## config.mk

```make
export PLATFORM = sky130hd
export DESIGN_NAME = dma_chan_status
export DESIGN_NICKNAME = d
export VERILOG_FILES = /design/src/hw/dma_chan_status.v /design/src/hw/chan_desc_tracker.v /design/src/hw/irq_sticky.v
export VERILOG_INCLUDE_DIRS = /design/src /design/src/hw
export SDC_FILE = /design/constraint.sdc
export NUM_CORES = 1
export LEC_CHECK = 0
export BUFFER_PORTS_ARGS = -buffer_cell sky130_fd_sc_hd__buf_2
export CORE_MARGIN = 2
export CORE_UTILIZATION = 40
export CTS_BUF_LIST = sky130_fd_sc_hd__clkbuf_8
export DETAILED_ROUTE_END_ITERATION = 10
export HOLD_SLACK_MARGIN = 0.12
export PLACE_DENSITY_LB_ADDON = 0.05
export SLEW_MARGIN = 20
export SYNTH_ARGS = -nofsm -noshare
export SYNTH_HDL_FRONTEND = slang
export SYNTH_SLANG_ARGS = --single-unit
export TNS_END_PERCENT = 1
```

## constraint.sdc

```tcl
create_clock -name pclk -period 2.8 [get_ports pclk]
set_clock_uncertainty 0.15 [all_clocks]
set_input_delay 0.14 -clock pclk [delete_from_list [all_inputs] [get_ports pclk]]
set_output_delay 0.14 -clock pclk [all_outputs]
set_load 0.005 [all_outputs]
```

## src/hw/chan_status_regs.vh

```
// constants for the per-channel dma status vector block
// assumes a 32-bit apb register bus and a 100 MHz pclk
`ifndef CHAN_STATUS_REGS_VH
`define CHAN_STATUS_REGS_VH

`define NUM_CHAN 4
`define STAT_W 7

// status vector bit positions
`define BIT_BUSY 0
`define BIT_DESC_COMPLETED 1
`define BIT_DESC_STOP 2
`define BIT_DESC_DONE 3
`define BIT_PKT_DONE 4
`define BIT_IRQ_PEND 5
`define BIT_RUN 6

// register byte offsets
`define OFF_CTRL 12'h000
`define OFF_STATUS 12'h004
`define OFF_EVENT 12'h008
`define OFF_MASK 12'h00c
`define OFF_IRQ_PEND 12'h010
`define OFF_IRQ_SET 12'h014
`define OFF_VEC0 12'h020

// reset values
`define CTRL_RST 32'h0000_0000
`define MASK_RST 32'h0000_0000

// event status layout: per channel, desc_done/stop/completed/pkt_done
`define EV_PER_CHAN 4
`define EV_DESC_DONE 0
`define EV_DESC_STOP 1
`define EV_DESC_COMPLETED 2
`define EV_PKT_DONE 3

`endif

```

## src/hw/dma_chan_status.v

```verilog
// per-channel dma status vectors with apb control and event interrupt
// assumes engine event inputs come from logic on pclk, pclk at 100 MHz
//
// Functional notes
// - one status vector per dma channel
// - bit 6 mirrors channel run control bit
// - bit 5 high while interrupt pending
// - bit 4 flags stream end-of-packet beat posted
// - bit 3 flags descriptor finished, whatever its flags
// - bit 2 descriptor finished with stop flag
// - bit 1 descriptor finished with completed flag
// - bit 0 buffer nonempty or requests outstanding
`include "chan_status_regs.vh"

module dma_chan_status (
  // apb slave
  input wire pclk,
  input wire presetn,
  input wire psel,
  input wire penable,
  input wire pwrite,
  input wire [11:0] paddr,
  input wire [31:0] pwdata,
  output reg [31:0] prdata,
  output reg pready,
  output reg pslverr,
  // engine events, one bit per channel
  input wire [3:0] desc_push,
  input wire [3:0] req_issue,
  input wire [3:0] req_retire,
  input wire [3:0] desc_finish,
  input wire [3:0] desc_stop_flag,
  input wire [3:0] desc_cmpl_flag,
  input wire [3:0] eop_posted,
  input wire [3:0] stream_mode,
  input wire [3:0] irq_raise,
  // status vectors to user logic
  output reg [6:0] chan0_status,
  output reg [6:0] chan1_status,
  output reg [6:0] chan2_status,
  output reg [6:0] chan3_status,
  // event interrupt
  output reg irq
);

  localparam NC = `NUM_CHAN;
  localparam EW = NC * `EV_PER_CHAN;
  localparam [31:0] CTRL_RST_W = `CTRL_RST;
  localparam [31:0] MASK_RST_W = `MASK_RST;

  function is_addr;
    input [11:0] a;
    input [11:0] off;
    begin
      is_addr = (a == off);
    end
  endfunction

  reg [NC-1:0] run;
  reg [NC-1:0] irq_pend;
  reg [EW-1:0] ev_mask;
  wire [NC-1:0] busy;
  wire [NC-1:0] d_done;
  wire [NC-1:0] d_stop;
  wire [NC-1:0] d_cmpl;
  wire [NC-1:0] p_done;
  wire [EW-1:0] ev_vec;
  wire [EW-1:0] ev_status;
  wire ev_irq;
  wire [`STAT_W*NC-1:0] vec_flat;

  wire acc = psel && penable;
  wire wr = acc && pwrite;
  wire rd = acc && !pwrite;
  wire in_vec = (paddr >= `OFF_VEC0) && (paddr < (`OFF_VEC0 + 12'h010)) && (paddr[1:0] == 2'b00);
  wire mapped = is_addr(paddr, `OFF_CTRL) || is_addr(paddr, `OFF_STATUS) ||
                is_addr(paddr, `OFF_EVENT) || is_addr(paddr, `OFF_MASK) ||
                is_addr(paddr, `OFF_IRQ_PEND) || is_addr(paddr, `OFF_IRQ_SET) || in_vec;

  genvar g;
  generate
    for (g = 0; g < NC; g = g + 1) begin : ch
      chan_desc_tracker u_trk (
        .pclk(pclk),
        .presetn(presetn),
        .run(run[g]),
        .desc_push(desc_push[g]),
        .req_issue(req_issue[g]),
        .req_retire(req_retire[g]),
        .desc_finish(desc_finish[g]),
        .desc_stop_flag(desc_stop_flag[g]),
        .desc_cmpl_flag(desc_cmpl_flag[g]),
        .eop_posted(eop_posted[g]),
        .stream_mode(stream_mode[g]),
        .busy(busy[g]),
        .desc_done(d_done[g]),
        .desc_stop(d_stop[g]),
        .desc_completed(d_cmpl[g]),
        .pkt_done(p_done[g])
      );
      assign ev_vec[g*`EV_PER_CHAN+`EV_DESC_DONE] = d_done[g];
      assign ev_vec[g*`EV_PER_CHAN+`EV_DESC_STOP] = d_stop[g];
      assign ev_vec[g*`EV_PER_CHAN+`EV_DESC_COMPLETED] = d_cmpl[g];
      assign ev_vec[g*`EV_PER_CHAN+`EV_PKT_DONE] = p_done[g];
      // vector assembly per channel
      assign vec_flat[g*`STAT_W+`BIT_RUN] = run[g];
      assign vec_flat[g*`STAT_W+`BIT_IRQ_PEND] = irq_pend[g];
      assign vec_flat[g*`STAT_W+`BIT_PKT_DONE] = p_done[g];
      assign vec_flat[g*`STAT_W+`BIT_DESC_DONE] = d_done[g];
      assign vec_flat[g*`STAT_W+`BIT_DESC_STOP] = d_stop[g];
      assign vec_flat[g*`STAT_W+`BIT_DESC_COMPLETED] = d_cmpl[g];
      assign vec_flat[g*`STAT_W+`BIT_BUSY] = busy[g];
    end
  endgenerate

  // clear on the edge that latches prdata, so an event landing there is kept, not lost unread
  wire ev_rd = rd && !pready && is_addr(paddr, `OFF_EVENT);

  irq_sticky #(
    .W(EW)
  ) u_irq (
    .pclk(pclk),
    .presetn(presetn),
    .event_in(ev_vec),
    .mask(ev_mask),
    .clear_rd(ev_rd),
    .status(ev_status),
    .irq(ev_irq)
  );

  // pending interrupt per channel: hardware raise wins over software clear
  wire [NC-1:0] pend_clr = (wr && pready && is_addr(paddr, `OFF_IRQ_PEND)) ? pwdata[NC-1:0] : {NC{1'b0}};
  wire [NC-1:0] pend_set = (wr && pready && is_addr(paddr, `OFF_IRQ_SET)) ? pwdata[NC-1:0] : {NC{1'b0}};

  reg [31:0] rd_mux;
  always @* begin
    rd_mux = 32'h0000_0000;
    if (is_addr(paddr, `OFF_CTRL))
      rd_mux[NC-1:0] = run;
    else if (is_addr(paddr, `OFF_STATUS))
      rd_mux[NC-1:0] = busy;
    else if (is_addr(paddr, `OFF_EVENT))
      rd_mux[EW-1:0] = ev_status;
    else if (is_addr(paddr, `OFF_MASK))
      rd_mux[EW-1:0] = ev_mask;
    else if (is_addr(paddr, `OFF_IRQ_PEND))
      rd_mux[NC-1:0] = irq_pend;
    else if (in_vec)
      rd_mux[`STAT_W-1:0] = vec_flat[paddr[3:2]*`STAT_W +: `STAT_W];
  end

  // apb: setup then one wait cycle, answer on second access cycle
  always @(posedge pclk or negedge presetn) begin
    if (!presetn) begin
      pready <= 1'b0;
      prdata <= 32'h0000_0000;
      pslverr <= 1'b0;
      run <= CTRL_RST_W[NC-1:0];
      ev_mask <= MASK_RST_W[EW-1:0];
      irq_pend <= {NC{1'b0}};
    end else begin
      pready <= acc && !pready;
      prdata <= (acc && !pready && !pwrite) ? rd_mux : 32'h0000_0000;
      pslverr <= acc && !pready && !mapped;
      if (wr && pready && is_addr(paddr, `OFF_CTRL))
        run <= pwdata[NC-1:0];
      if (wr && pready && is_addr(paddr, `OFF_MASK))
        ev_mask <= pwdata[EW-1:0];
      irq_pend <= (irq_pend & ~pend_clr) | pend_set | irq_raise;
    end
  end

  // status outputs registered on pclk, zero under reset
  always @(posedge pclk or negedge presetn) begin
    if (!presetn) begin
      chan0_status <= 7'h00;
      chan1_status <= 7'h00;
      chan2_status <= 7'h00;
      chan3_status <= 7'h00;
      irq <= 1'b0;
    end else begin
      chan0_status <= vec_flat[0*`STAT_W +: `STAT_W];
      chan1_status <= vec_flat[1*`STAT_W +: `STAT_W];
      chan2_status <= vec_flat[2*`STAT_W +: `STAT_W];
      chan3_status <= vec_flat[3*`STAT_W +: `STAT_W];
      irq <= ev_irq;
    end
  end

endmodule

```

## src/hw/chan_desc_tracker.v

```verilog
// one channel's descriptor engine status model
// assumes event pulses come from logic on pclk
`include "chan_status_regs.vh"

module chan_desc_tracker (
  // clock and reset
  input wire pclk,
  input wire presetn,
  // control
  input wire run,
  // engine events
  input wire desc_push,
  input wire req_issue,
  input wire req_retire,
  input wire desc_finish,
  input wire desc_stop_flag,
  input wire desc_cmpl_flag,
  input wire eop_posted,
  input wire stream_mode,
  // results
  output reg busy,
  output reg desc_done,
  output reg desc_stop,
  output reg desc_completed,
  output reg pkt_done
);

  reg [4:0] buf_count;
  reg [7:0] req_count;
  wire [4:0] next_buf_count;
  wire [7:0] next_req_count;

  assign next_buf_count = buf_count + {4'h0, desc_push} - {4'h0, desc_finish};
  assign next_req_count = req_count + {7'h00, req_issue} - {7'h00, req_retire};

  always @(posedge pclk or negedge presetn) begin
    if (!presetn) begin
      buf_count <= 5'h00;
      req_count <= 8'h00;
      busy <= 1'b0;
      desc_done <= 1'b0;
      desc_stop <= 1'b0;
      desc_completed <= 1'b0;
      pkt_done <= 1'b0;
    end else begin
      buf_count <= next_buf_count;
      req_count <= next_req_count;
      busy <= (next_buf_count != 5'h00) || (next_req_count != 8'h00);
      desc_done <= desc_finish;
      desc_stop <= desc_finish && desc_stop_flag;
      desc_completed <= desc_finish && desc_cmpl_flag;
      pkt_done <= stream_mode && eop_posted;
    end
  end

endmodule

```

## src/hw/irq_sticky.v

```verilog
// sticky event bits with read-to-clear and mask
// assumes events and the read strobe are on pclk
`include "chan_status_regs.vh"

module irq_sticky #(
  parameter W = 16
) (
  // clock and reset
  input wire pclk,
  input wire presetn,
  // events and software access
  input wire [W-1:0] event_in,
  input wire [W-1:0] mask,
  input wire clear_rd,
  // results
  output reg [W-1:0] status,
  output reg irq
);

  wire [W-1:0] next_status;
  assign next_status = (clear_rd ? {W{1'b0}} : status) | event_in;

  always @(posedge pclk or negedge presetn) begin
    if (!presetn) begin
      status <= {W{1'b0}};
      irq <= 1'b0;
    end else begin
      status <= next_status;
      irq <= |(next_status & mask);
    end
  end

endmodule

```

==> key figures, run 1 <==
Synthesis
  • Post-synth top area cell: dfrtp_1
  • Mapped Cells: 631
  • EDFF count, synth: 0
  • Sequential-to-total area share from yosys stat: 0.531
  • Mean post-synth cell area: about 12 µm²
  • Synth async-reset ratio: 1.00
  • Yosys Warn Count: 0
  • Number of synthesized register bits: 160
  • Top_reg_cell synth: dfrtp_1
  • Synth cell types: between 50 and 60
  • Post-synth top area share: 0.531
  • Top cells by area, synth: dfrtp_1 53%, ha_1 8.6%, xnor2_1 4.1%
  • Synthesized cell area: about 7500 µm²

Critical path
  • Worst path cell trace: buf_2 -> dlygate4sd3_1 -> ha_1 -> inv_1 -> ha_2 -> inv_2 -> fa_1 -> inv_1 -> or4_4 -> nor4_2 -> nor4b_2 -> or4b_4
  • Critical R2R Launch: ch[3].u_trk.req_count[0]
  • R2R cell count: 10
  • Worst R2R Setup Slack: -0.13 ns
  • CP Capture Type: register
  • CP required: about 3 ns
  • CP dominant cell by count: inv_1
  • Critical Path AT: between 3 and 4 ns
  • Crit start category: input port
  • FF-to-FF End: ch[3].u_trk.busy
  • Crit path max fanout: 2
  • Crit path max-delay cell type: dlygate4sd3_1
  • Critical path class: in -> reg
  • Delay of the slowest critical-path stage: 0.58 ns

Die
  • IO Pins: roughly 150
  • Die height: 141 µm
  • Die X: between 100 and 150 µm
  • Die Area: approximately 20000 µm²
  • Site Rows: 50
  • Initial core utilization: 0.406
  • Core ar.: ~19000 µm²

Power and ir drop
  • Leak: 4.73 nW
  • Sequential share of power: 0.331
  • Clock power frac: 0.189
  • P_sw: between 0.003 and 0.004 W
  • Total power: 0.00928 W
  • Power per cell area: 954 nW/µm²
  • Internal power: ~0.0058 W
  • Switching share of power: 0.370
  • Comb pwr share: 0.480
  • Worst vdd ir: 515 µV

GRT
  • Number of global-route vias before repair: about 5600
  • GRT overflow: 0
  • Global-route wire length before repair: 27900 µm
  • Largest net degree at the start of global routing: 74
  • Initial antenna violation count: 0
  • GR Util All Layers: 0.179

Routing
  • Pre-antenna DRT Iters: 4
  • Post-route DRC violation count: 0
  • Antenna-violating nets left: 0
  • Vias: 5294
  • Iter 0 DRT Violations: around 150
  • Final wirelength: between 15000 and 20000 µm
  • Avg WL per Cell: approximately 15 µm
  • Via/cell ratio: roughly 4.8

STA
  • RSZ-0062 raised after global routing: yes
  • Achievable Freq: between 300 and 400 MHz
  • Sum Neg Setup Slack: -0.394 ns
  • Slew Viols, Final: 0
  • Setup ws final: -0.142 ns
  • Hold Violations, Final: 0
  • Final Setup Violations: 3
  • Period Utilization, post-route: 1.05
  • Crit path time final: between 2 and 3 ns

Placement
  • RePlAce Congestion: 0.804
  • Placed insts: around 980
  • I/O Buffers: 115
  • DP HPWL: roughly 12000 µm

Clocking
  • Later-pin clock latency in the skew report: about 0.46 ns
  • Clock Sinks: 160
  • CTS clk-pin slew, worst paths: 0.09 ns
  • Max H-tree Level: 4
  • Clock root cell: clkbuf_8
  • Longest Clk Path Bufs: 2
  • CTS tree: done
  • CTS Buf Count: 17

Layout
  • Fin cells: around 1100
  • Share of cells above drive strength 1: 0.244
  • P&R area growth vs syn: 28.9%
  • Final net count: approximately 1000
  • Commonest non-fill, non-tap cell in the layout: dfrtp_1
  • Diode count: 0
  • Commonest non-fill, non-tap cells in the layout: 160 x dfrtp_1, 114 x buf_2, 79 x inv_1, 79 x dlygate4sd3_1, 48 x ha_1

Worst hold path
  • Hold crit path type: in -> async

Status
  • Outcome: finished with violations
  • Failing checks: setup timing

Job
  • MaxCap Viol Count: 0
## flip-flops by register name, indices dropped and copies added, names as in the netlist, 7 cells and up
signal	flops
prdata	16
chan3_status	7
chan1_status	7
u_irq.status	16
ch.u_trk.req_count	32
ev_mask	16
chan0_status	7
ch.u_trk.buf_count	20
chan2_status	7
## cell families after synthesis
| logic type | share of synthesized area |
|---|---|
| and+or+nand+nor | 0.0809 |
| DFF | 0.531 |
| muxes | 0.0719 |
| AOI/OAI and AO/OA | 0.0980 |
| buffers and inverters | 0.0608 |
| xor gates and xnor gates | 0.0499 |
| adders and majority gates | 0.107 |
| other | 0.000497 |
## worst max path at each step
stage	from	to	slack, ns	depth (start not counted)
2_1_floorplan	ch[1].u_trk.buf_count[0]	ch[1].u_trk.busy	-0.07	11
3_3_place_gp	ch[1].u_trk.buf_count[0]	ch[1].u_trk.busy	-0.15	11
3_5_place_dp	ch[1].u_trk.req_count[0]	ch[1].u_trk.busy	-0.22	9
4_1_cts	ch[1].u_trk.req_count[0]	ch[1].u_trk.busy	-0.16	9
5_1_grt	ch[1].u_trk.req_count[0]	ch[1].u_trk.busy	-0.25	9
6_report	desc_finish[1]	ch[1].u_trk.busy	-0.14	12
## synthesized netlist by cell type, drive strengths merged (4+ instances only)
cell type  number
a21boi          4
a21o           30
a21oi          28
a22oi          15
a311o           4
and2           14
buf            19
clkbuf          6
dfrtp         160
fa              8
ha             52
inv            81
mux2           20
mux2i          16
mux4            7
nand2          10
nand2b          4
nand3           6
nand4           6
nor2           33
nor2b           4
nor3           11
nor4            4
o211ai          4
o21ai           7
or4             9
xnor2          35
xor2            8
## what timing repair did
action,CTS,global route
resized for setup,2,7
endpoints found under the hold margin,232,1
hold buffers,79,1
setup buffers,1,0
pin swaps,3,1
setup endpoints to repair,3,4
gates cloned,0,0
## layout make-up
class / count / area, µm²
Clock buffer: 20 / 275
Tap cell: 234 / 293
Fill cell: 1666 / 8850
Sequential cell: 160 / 4000
Clock inverter: 11 / 133
Multi-Input combinational cell: 380 / 3200
Timing Repair Buffer: 210 / 1530
Inverter: 81 / 304
## power groups by stage
stage                     Clock (W)  Combinational (W)  Sequential, W
after floorplan                   0            0.00331        0.00306
after global placement            0            0.00408        0.00311
after detailed placement          0            0.00420        0.00313
after CTS                   0.00180            0.00446        0.00308
after global routing        0.00190            0.00509        0.00313
final                       0.00175            0.00445        0.00308
## routing by layer
| layer | up-vias | global-route usage | share of wire |
|---|---|---|---|
| met5 | - | 0 | 0 |
| met4 | 0 | 0.0521 | 0.011 |
| met3 | 17 | 0.0439 | 0.039 |
| met2 | 110 | 0.290 | 0.47 |
| met1 | 2591 | 0.239 | 0.48 |
| li1 | 2576 | - | - |
## critical path, delay by kind of cell
family | cells | cell delay (ns)
buf+inv | 5 | 0.83
fa+ha+maj | 3 | 0.95
simple gates | 4 | 1.22
## through the flow
step           worst slack [ns]   util  instance area, µm²  hold WS (ns)
2_1_floorplan           -0.0650      -                7630        -0.306
3_3_place_gp             -0.148  0.456                8470        0.0235
3_5_place_dp             -0.221  0.456                8470        0.0278
4_1_cts                  -0.160  0.522                9700         0.122
5_1_grt                  -0.251  0.524                9730         0.134
6_report                 -0.142  0.524                9730         0.145
(Power assumes the default switching activity.)
==> inputs of run 2 (changes only) <==
--- a/config.mk
+++ b/config.mk
@@ -6,6 +6,7 @@
 export SDC_FILE = /design/constraint.sdc
 export NUM_CORES = 1
 export LEC_CHECK = 0
+export ABC_AREA = 1
 export BUFFER_PORTS_ARGS = -buffer_cell sky130_fd_sc_hd__buf_2
 export CORE_MARGIN = 2
 export CORE_UTILIZATION = 40
==> run 2 against run 1 <==
Against the previous run:
- the flow now finishes without violations
- global-route usage rose by 0.41 points
- utilization fell by 1.3 points
- via count rose by 14%
- fmax rose by 9.0%
- synthesized cell count rose by 39%
- non-clock buffer count fell by 16
- cell area rose by 2.2%
- die area rose by 5.1%
- first-iteration DRC count rose by 84%
- clock-buffer cell count fell by 1
- synthesized area rose by 5.2%
==> key figures, run 2 <==
Routing
  • Iter 0 DRT Violations: 282 (was 153)
  • Avg WL per Cell: 13.1 µm (was 15.5 µm)
  • Post-route DRC violation count: 0 (unchanged)
  • Pre-antenna DRT Iters: 4 (unchanged)
  • Via/cell ratio: 4.45 (was 4.83)
  • Antenna-violating nets left: 0 (unchanged)
  • Vias: 6032 (was 5294)
  • Final wirelength: 17800 µm (was 17000 µm)

Placement
  • DP HPWL: 12900 µm (was 12200 µm)
  • Placed Area: 8810 µm² (was 8470 µm²)
  • Placed insts: 1251 (was 984)
  • I/O Buffers: 115 (unchanged)
  • RePlAce Congestion: 0.786 (was 0.804)

Synthesis
  • Post-synth top area cell: dfrtp_1 (unchanged)
  • Top_reg_cell synth: dfrtp_1 (unchanged)
  • Synth Area in Simple Gates: 0.185 (was 0.0809)
  • Count leader, synth: nand2_1 (was dfrtp_1)
  • Mux cell area share after synthesis: 0 (was 0.0719)
  • Main combinational cell family by area after synthesis: simple AND/OR/NAND/NOR gates (was adder cells)
  • EDFF count, synth: 0 (unchanged)
  • Compound-Gate Fraction of Synth Area: 0.0594 (was 0.0980)
  • Synth cell types: 33 (was 52)
  • Top cells by area, synth: dfrtp_1 50%, nand2_1 9.1%, ha_1 8.2% (was dfrtp_1 53%, ha_1 8.6%, xnor2_1 4.1%)
  • Sequential-to-total area share from yosys stat: 0.504 (was 0.531)
  • Yosys Warn Count: 0 (unchanged)
  • Top cells by count, synth: 193 x nand2_1, 172 x inv_1, 160 x dfrtp_1 (was 160 x dfrtp_1, 81 x inv_1, 52 x ha_1)
  • Mapped Cells: 874 (was 631)
  • Post-synth top area share: 0.504 (was 0.531)
  • Post-synthesis adder-cell area fraction: 0.102 (was 0.107)
  • Synth async-reset ratio: 1.00 (unchanged)
  • Synth Area in XOR/XNOR: 0.0452 (was 0.0499)
  • Mean post-synth cell area: 9.09 µm² (was 12.0 µm²)
  • Synthesized cell area: 7940 µm² (was 7550 µm²)
  • Number of synthesized register bits: 160 (unchanged)

STA
  • Slew @ Worst Pin: 0.664 ns
  • Sum Neg Setup Slack: 0 ns (was -0.394 ns)
  • Slew Viols, Final: 0 (unchanged)
  • Crit path time final: 2.70 ns (was 2.94 ns)
  • Hold Violations, Final: 0 (unchanged)
  • Final Setup Violations: 0 (was 3)
  • Period Utilization, post-route: 0.964 (was 1.05)
  • Max-slew headroom: 0.554
  • Final hold slack: 0.102 ns (was 0.145 ns)
  • RSZ-0062 raised after global routing: no (was yes)
  • Achievable Freq: 370 MHz (was 340 MHz)

Layout
  • Diode count: 0 (unchanged)
  • Biggest regs: ch.u_trk.req_count x32, ch.u_trk.buf_count x20 (unchanged)
  • Final net count: 1225 (was 995)
  • Top reg by flops: ch.u_trk.req_count (unchanged)
  • P&R area growth vs syn: 25.2% (was 28.9%)
  • Share of cells above drive strength 1: 0.163 (was 0.244)
  • Commonest non-fill, non-tap cells in the layout: 193 x nand2_1, 173 x inv_1, 160 x dfrtp_1 (was 160 x dfrtp_1, 114 x buf_2, 79 x inv_1, 79 x dlygate4sd3_1, 48 x ha_1)
  • Fin cells: 1357 (was 1096)
  • Design Area, Final: 9950 µm² (was 9730 µm²)
  • Number of flip-flops in the largest register: 32 (unchanged)
  • Commonest non-fill, non-tap cell in the layout: nand2_1 (was dfrtp_1)

Critical path
  • Crit path max fanout: 5 (was 2)
  • Critical Path AT: 2.93 ns (was 3.13 ns)
  • R2R cell count: 5 (was 10)
  • CP Capture Type: register (unchanged)
  • Crit start category: input port (unchanged)
  • Critical path class: in -> reg (unchanged)
  • Worst R2R Setup Slack: 0.32 ns (was -0.13 ns)
  • CP required: 3.03 ns (was 2.99 ns)

Status
  • Outcome: complete, no violations (was finished with violations)

GRT
  • Initial antenna violation count: 0 (unchanged)
  • GR Util All Layers: 0.183 (was 0.179)
  • GRT overflow: 0 (unchanged)
  • Number of global-route vias before repair: 6172 (was 5594)
  • Largest net degree at the start of global routing: 88 (was 74)
  • Global-route wire length before repair: 30700 µm (was 27900 µm)

Clocking
  • Longest Clk Path Bufs: 2 (unchanged)
  • Later-pin clock latency in the skew report: 0.45 ns (was 0.46 ns)
  • Clock root cell: clkbuf_8 (unchanged)
  • Clock Sinks: 160 (unchanged)
  • Post-CTS Setup Inserts: 0 (was 1)
  • CTS Buf Count: 17 (unchanged)
  • Max H-tree Level: 4 (unchanged)
  • CTS clk-pin slew, worst paths: 0.08 ns (was 0.09 ns)
  • CTS tree: done (unchanged)

Power and ir drop
  • Total power: 0.00913 W (was 0.00928 W)
  • Power per cell area: 918 nW/µm² (was 954 nW/µm²)
  • Worst vdd ir: 659 µV (was 515 µV)
  • Leak: 5.24 nW (was 4.73 nW)

Die
  • Die X: 145 µm (was 141 µm)
  • Site Rows: 51 (was 50)
  • Initial core utilization: 0.408 (was 0.406)
  • Core ar.: 19500 µm² (was 18600 µm²)
  • IO Pins: 148 (unchanged)
  • Die height: 145 µm (was 141 µm)
  • Die Area: 21000 µm² (was 20000 µm²)

Worst hold path
  • Hold crit path type: in -> async (unchanged)

Job
  • MaxCap Viol Count: 0 (unchanged)
-- run 2: layer usage --
metal  track usage  part of all wire  vias up
met4        0.0460            0.0058        0
met5             0                 0        -
met3        0.0434             0.044        9
met1         0.255              0.49     2799
li1              -                 -     3111
met2         0.287              0.46      113
-- run 2: area by class of cell --
cell class	count	area, µm²
clock buffers	19	262
clock inverters	12	118
fillers	1878	9520
inverters	177	664
multi-input cells	530	3180
flip-flops and latches	160	4000
well taps	265	332
repair buffers	194	1390
-- run 2: metrics by stage --
| stage | util | setup slack, ns |
|---|---|---|
| 2_1_floorplan | - | 0.656 |
| 3_3_place_gp | 0.453 | 0.489 |
| 3_5_place_dp | 0.453 | 0.446 |
| 4_1_cts | 0.511 | 0.170 |
| 5_1_grt | 0.511 | 0.0189 |
| 6_report | 0.511 | 0.100 |
-- run 2: worst max-delay path, stage by stage --
cell           delay, ns
dlygate4sd3_1       0.54
buf_2               0.14
nor2_4              0.20
nand3_4             0.11
dlygate4sd3_1       0.67
inv_2               0.11
nand2_1             0.10
inv_1               0.11
o21ai_0             0.09
a21oi_1             0.16
dlygate4sd3_1       0.56
-- run 2: kinds of logic (layout without fill, tap and decap cells) --
group | count (synthesis) | after routing
xor gates and xnor gates | 41 | 41
DFF | 160 | 160
buffers and inverters | 199 | 402
AOI/OAI and AO/OA | 88 | 88
and+or+nand+nor | 325 | 325
other | 1 | 16
adders and majority gates | 60 | 60
-- run 2: power breakdown --
group	switching [W]	internal, W	total (W)
clock network	0.000835	0.000824	0.00166
logic	0.00251	0.00188	0.00440
registers	0.000251	0.00282	0.00307
total	0.00360	0.00553	0.00913
-- run 2: final timing paths --
| path | from | endpoint |
|---|---|---|
| worst max-delay path | paddr[1] | prdata[3] |
| worst min-delay path | presetn | ch[3].u_trk.req_count[2] |
| worst max register to register | pready | prdata[3] |
| worst min register to register | u_irq.irq | irq |
| max in group asynchronous | presetn | ch[0].u_trk.req_count[2] |
| min in group pclk | req_retire[0] | ch[0].u_trk.req_count[1] |
-- run 2: what timing repair did --
action | in CTS | in global routing
resized for setup | 0 | 1
hold endpoints to repair | 238 | 0
hold buffers | 75 | 0
endpoints found under the setup margin | 0 | 1
==> inputs of run 3 (changes only) <==
--- a/config.mk
+++ b/config.mk
@@ -14,6 +14,7 @@
 export DETAILED_ROUTE_END_ITERATION = 10
 export HOLD_SLACK_MARGIN = 0.12
 export PLACE_DENSITY_LB_ADDON = 0.05
+export RECOVER_POWER = 50
 export SLEW_MARGIN = 20
 export SYNTH_ARGS = -nofsm -noshare
 export SYNTH_HDL_FRONTEND = slang
==> run 3 against run 2 <==
Against the previous run:
- the run now ends with capacitance limit, slew limit left
- first-iteration DRC count rose by 1.4%
- clock power hardly changed
- sequential share of layout area is 0.17 points higher
- combinational power about the same
- worst setup slack got worse by 0.0015 ns
- cell area fell by 0.43%
- sequential power is essentially flat
==> key figures, run 3 (synthesis gave the netlist of run 2 again) <==
STA
  • Achievable Freq: 370 MHz (about the same)
  • Final Setup Violations: 0 (unchanged)
  • Crit path time final: 2.70 ns (about the same)
  • Setup ws final: 0.0989 ns (was 0.100 ns)
  • Slew Viols, Final: 162 (was 0)
  • Slew @ Worst Pin: 1.88 ns (was 0.664 ns)
  • RSZ-0062 raised after global routing: no (unchanged)
  • Hold Violations, Final: 0 (unchanged)
  • Max-slew headroom: -0.256 (was 0.554)
  • Final hold slack: 0.163 ns (was 0.102 ns)
  • Period Utilization, post-route: 0.965 (was 0.964)
  • Sum Neg Setup Slack: 0 ns (unchanged)

Critical path
  • Critical R2R Launch: pready (unchanged)
  • Worst R2R Setup Slack: 0.34 ns (was 0.32 ns)
  • Setup crit start: paddr[1] (unchanged)
  • CP Capture Type: register (unchanged)
  • CP top delay family: buffers and inverters (unchanged)
  • Delay of the slowest critical-path stage: 0.67 ns (about the same)
  • R2R cell count: 5 (unchanged)
  • CP required: 3.03 ns (about the same)
  • Worst path cell trace: dlygate4sd3_1 -> buf_2 -> nor2_4 -> nand3_4 -> dlygate4sd3_1 -> inv_2 -> nand2_1 -> inv_1 -> o21ai_0 -> a21oi_1 -> dlygate4sd3_1 (unchanged)
  • Critical Path AT: 2.93 ns (about the same)
  • Critical path class: in -> reg (unchanged)
  • CP dominant cell by count: dlygate4sd3_1 (unchanged)
  • Crit start category: input port (unchanged)
  • Crit path max fanout: 5 (unchanged)
  • Critical path endpoint: prdata[3] (unchanged)
  • WP buf/inv: 6 (unchanged)
  • Critical Path Stages: 11 (unchanged)
  • Crit path max-delay cell type: dlygate4sd3_1 (unchanged)
  • FF-to-FF End: prdata[3] (unchanged)

Routing
  • Via/cell ratio: 4.45 (about the same)
  • Antenna-violating nets left: 0 (unchanged)
  • Vias: 6041 (was 6032)
  • Pre-antenna DRT Iters: 4 (unchanged)
  • Iter 0 DRT Violations: 286 (was 282)
  • Avg WL per Cell: 13.1 µm (about the same)
  • Post-route DRC violation count: 0 (unchanged)
  • Final wirelength: 17800 µm (about the same)

Clocking
  • Post-CTS Setup Inserts: 0 (unchanged)
  • Clock Sinks: 160 (unchanged)
  • Clock root cell: clkbuf_8 (unchanged)
  • CTS clk-pin slew, worst paths: 0.08 ns (about the same)
  • Longest Clk Path Bufs: 2 (unchanged)
  • Max H-tree Level: 4 (unchanged)
  • Later-pin clock latency in the skew report: 0.45 ns (about the same)
  • CTS Buf Count: 17 (unchanged)
  • CTS tree: done (unchanged)

Power and ir drop
  • Total power: 0.00911 W (was 0.00913 W)
  • Sequential share of power: 0.337 (was 0.336)
  • Leak: 5.21 nW (was 5.24 nW)
  • Worst vdd ir: 659 µV (about the same)
  • Comb pwr share: 0.481 (was 0.482)
  • Switching share of power: 0.394 (about the same)
  • Clock power frac: 0.182 (about the same)
  • P_sw: 0.00359 W (was 0.00360 W)
  • Power per cell area: 920 nW/µm² (was 918 nW/µm²)
  • Internal power: 0.00552 W (was 0.00553 W)

GRT
  • Global-route wire length before repair: 30700 µm (unchanged)
  • Busiest metal layer after global routing: met2 (unchanged)
  • Largest net degree at the start of global routing: 88 (unchanged)
  • M2 GR Usage: 0.287 (unchanged)
  • GR Util All Layers: 0.183 (unchanged)
  • Initial antenna violation count: 0 (unchanged)
  • Grt met3 use: 0.0434 (unchanged)
  • GRT overflow: 0 (unchanged)
  • Number of global-route vias before repair: 6172 (unchanged)
  • Global-route track usage on met1: 0.255 (unchanged)

Layout
  • Commonest non-fill, non-tap cells in the layout: 193 x nand2_1, 173 x inv_1, 160 x dfrtp_1 (unchanged)
  • Commonest non-fill, non-tap cell in the layout: nand2_1 (unchanged)
  • Top reg by flops: ch.u_trk.req_count (unchanged)
  • Number of flip-flops in the largest register: 32 (unchanged)
  • Final net count: 1225 (unchanged)
  • Diode count: 0 (unchanged)
  • Fin cells: 1357 (unchanged)
  • Biggest regs: ch.u_trk.req_count x32, ch.u_trk.buf_count x20 (unchanged)
  • P&R area growth vs syn: 24.7% (was 25.2%)
  • Share of cells above drive strength 1: 0.158 (was 0.163)

Placement
  • RePlAce Congestion: 0.786 (unchanged)
  • I/O Buffers: 115 (unchanged)
  • DP HPWL: 12900 µm (unchanged)
  • Pre-CTS setup slack: 0.446 ns (unchanged)
  • Placed insts: 1251 (unchanged)

Die
  • Initial core utilization: 0.408 (unchanged)
  • IO Pins: 148 (unchanged)
  • Die height: 145 µm (unchanged)
  • Core ar.: 19500 µm² (unchanged)
  • Site Rows: 51 (unchanged)
  • Die X: 145 µm (unchanged)
  • Die Area: 21000 µm² (unchanged)

Status
  • Failing checks: capacitance limit, slew limit
  • Outcome: finished with violations (was complete, no violations)

Job
  • MaxCap Viol Count: 2 (was 0)

Worst hold path
  • Hold crit path type: in -> reg (was in -> async)
-- run 3: cell count changes in the layout (fill, tap and decap cells not counted), sizes merged --
cell    before  now
buf        119  113
clkbuf      19   25
-- run 3: worst min-delay path by stage --
stage	from	slack, ns	cells past startpoint	to
after floorplan	presetn	-0.31	0	ch[0].u_trk.buf_count[0]
after global placement	presetn	0.04	2	ch[3].u_trk.req_count[2]
after detailed placement	presetn	0.04	2	ch[3].u_trk.req_count[2]
after CTS	presetn	0.12	3	ch[3].u_trk.req_count[2]
after global routing	psel	0.18	5	prdata[15]
final	req_retire[0]	0.16	4	ch[0].u_trk.req_count[1]
-- run 3: tightest hold or removal path, delay by kind of cell --
family / cells / cell delay (ns)
adder cells (fa/ha/maj): 2 / 0.39
buffers and inverters: 2 / 0.19
-- run 3: what timing repair did --
action / CTS / global route
resized for setup: 0 / 1
endpoints found under the hold margin: 238 / 0
setup endpoints to repair: 0 / 1
hold buffers: 75 / 0
-- run 3: cell type report --
cell class	instances	area, µm²
fill	1883	9560
sequential	160	4000
multi-input combinational	530	3180
timing repair buffer	194	1350
inverter	177	664
tap	265	332
clock buffer	19	262
clock inverter	12	118
-- run 3: layer usage --
layer	vias up	share of wire	routed length, µm
met5	-	0	0
met4	0	0.0043	77
met3	8	0.048	847
met2	113	0.46	8270
met1	2810	0.48	8630
li1	3110	-	-
-- run 3: metrics by stage --
stage / utilization / area (µm²)
after floorplan: - / 8000
after global placement: 0.453 / 8810
after detailed placement: 0.453 / 8810
after CTS: 0.511 / 9940
after global routing: 0.509 / 9900
final: 0.509 / 9900
-- run 3: power groups by stage --
stage / Clock (W) / Combinational, W / Sequential (W)
floorplan: 0 / 0.00349 / 0.00306
global placement: 0 / 0.00427 / 0.00312
detailed placement: 0 / 0.00434 / 0.00312
CTS: 0.00172 / 0.00448 / 0.00308
global route: 0.00182 / 0.00518 / 0.00313
finish: 0.00166 / 0.00438 / 0.00307
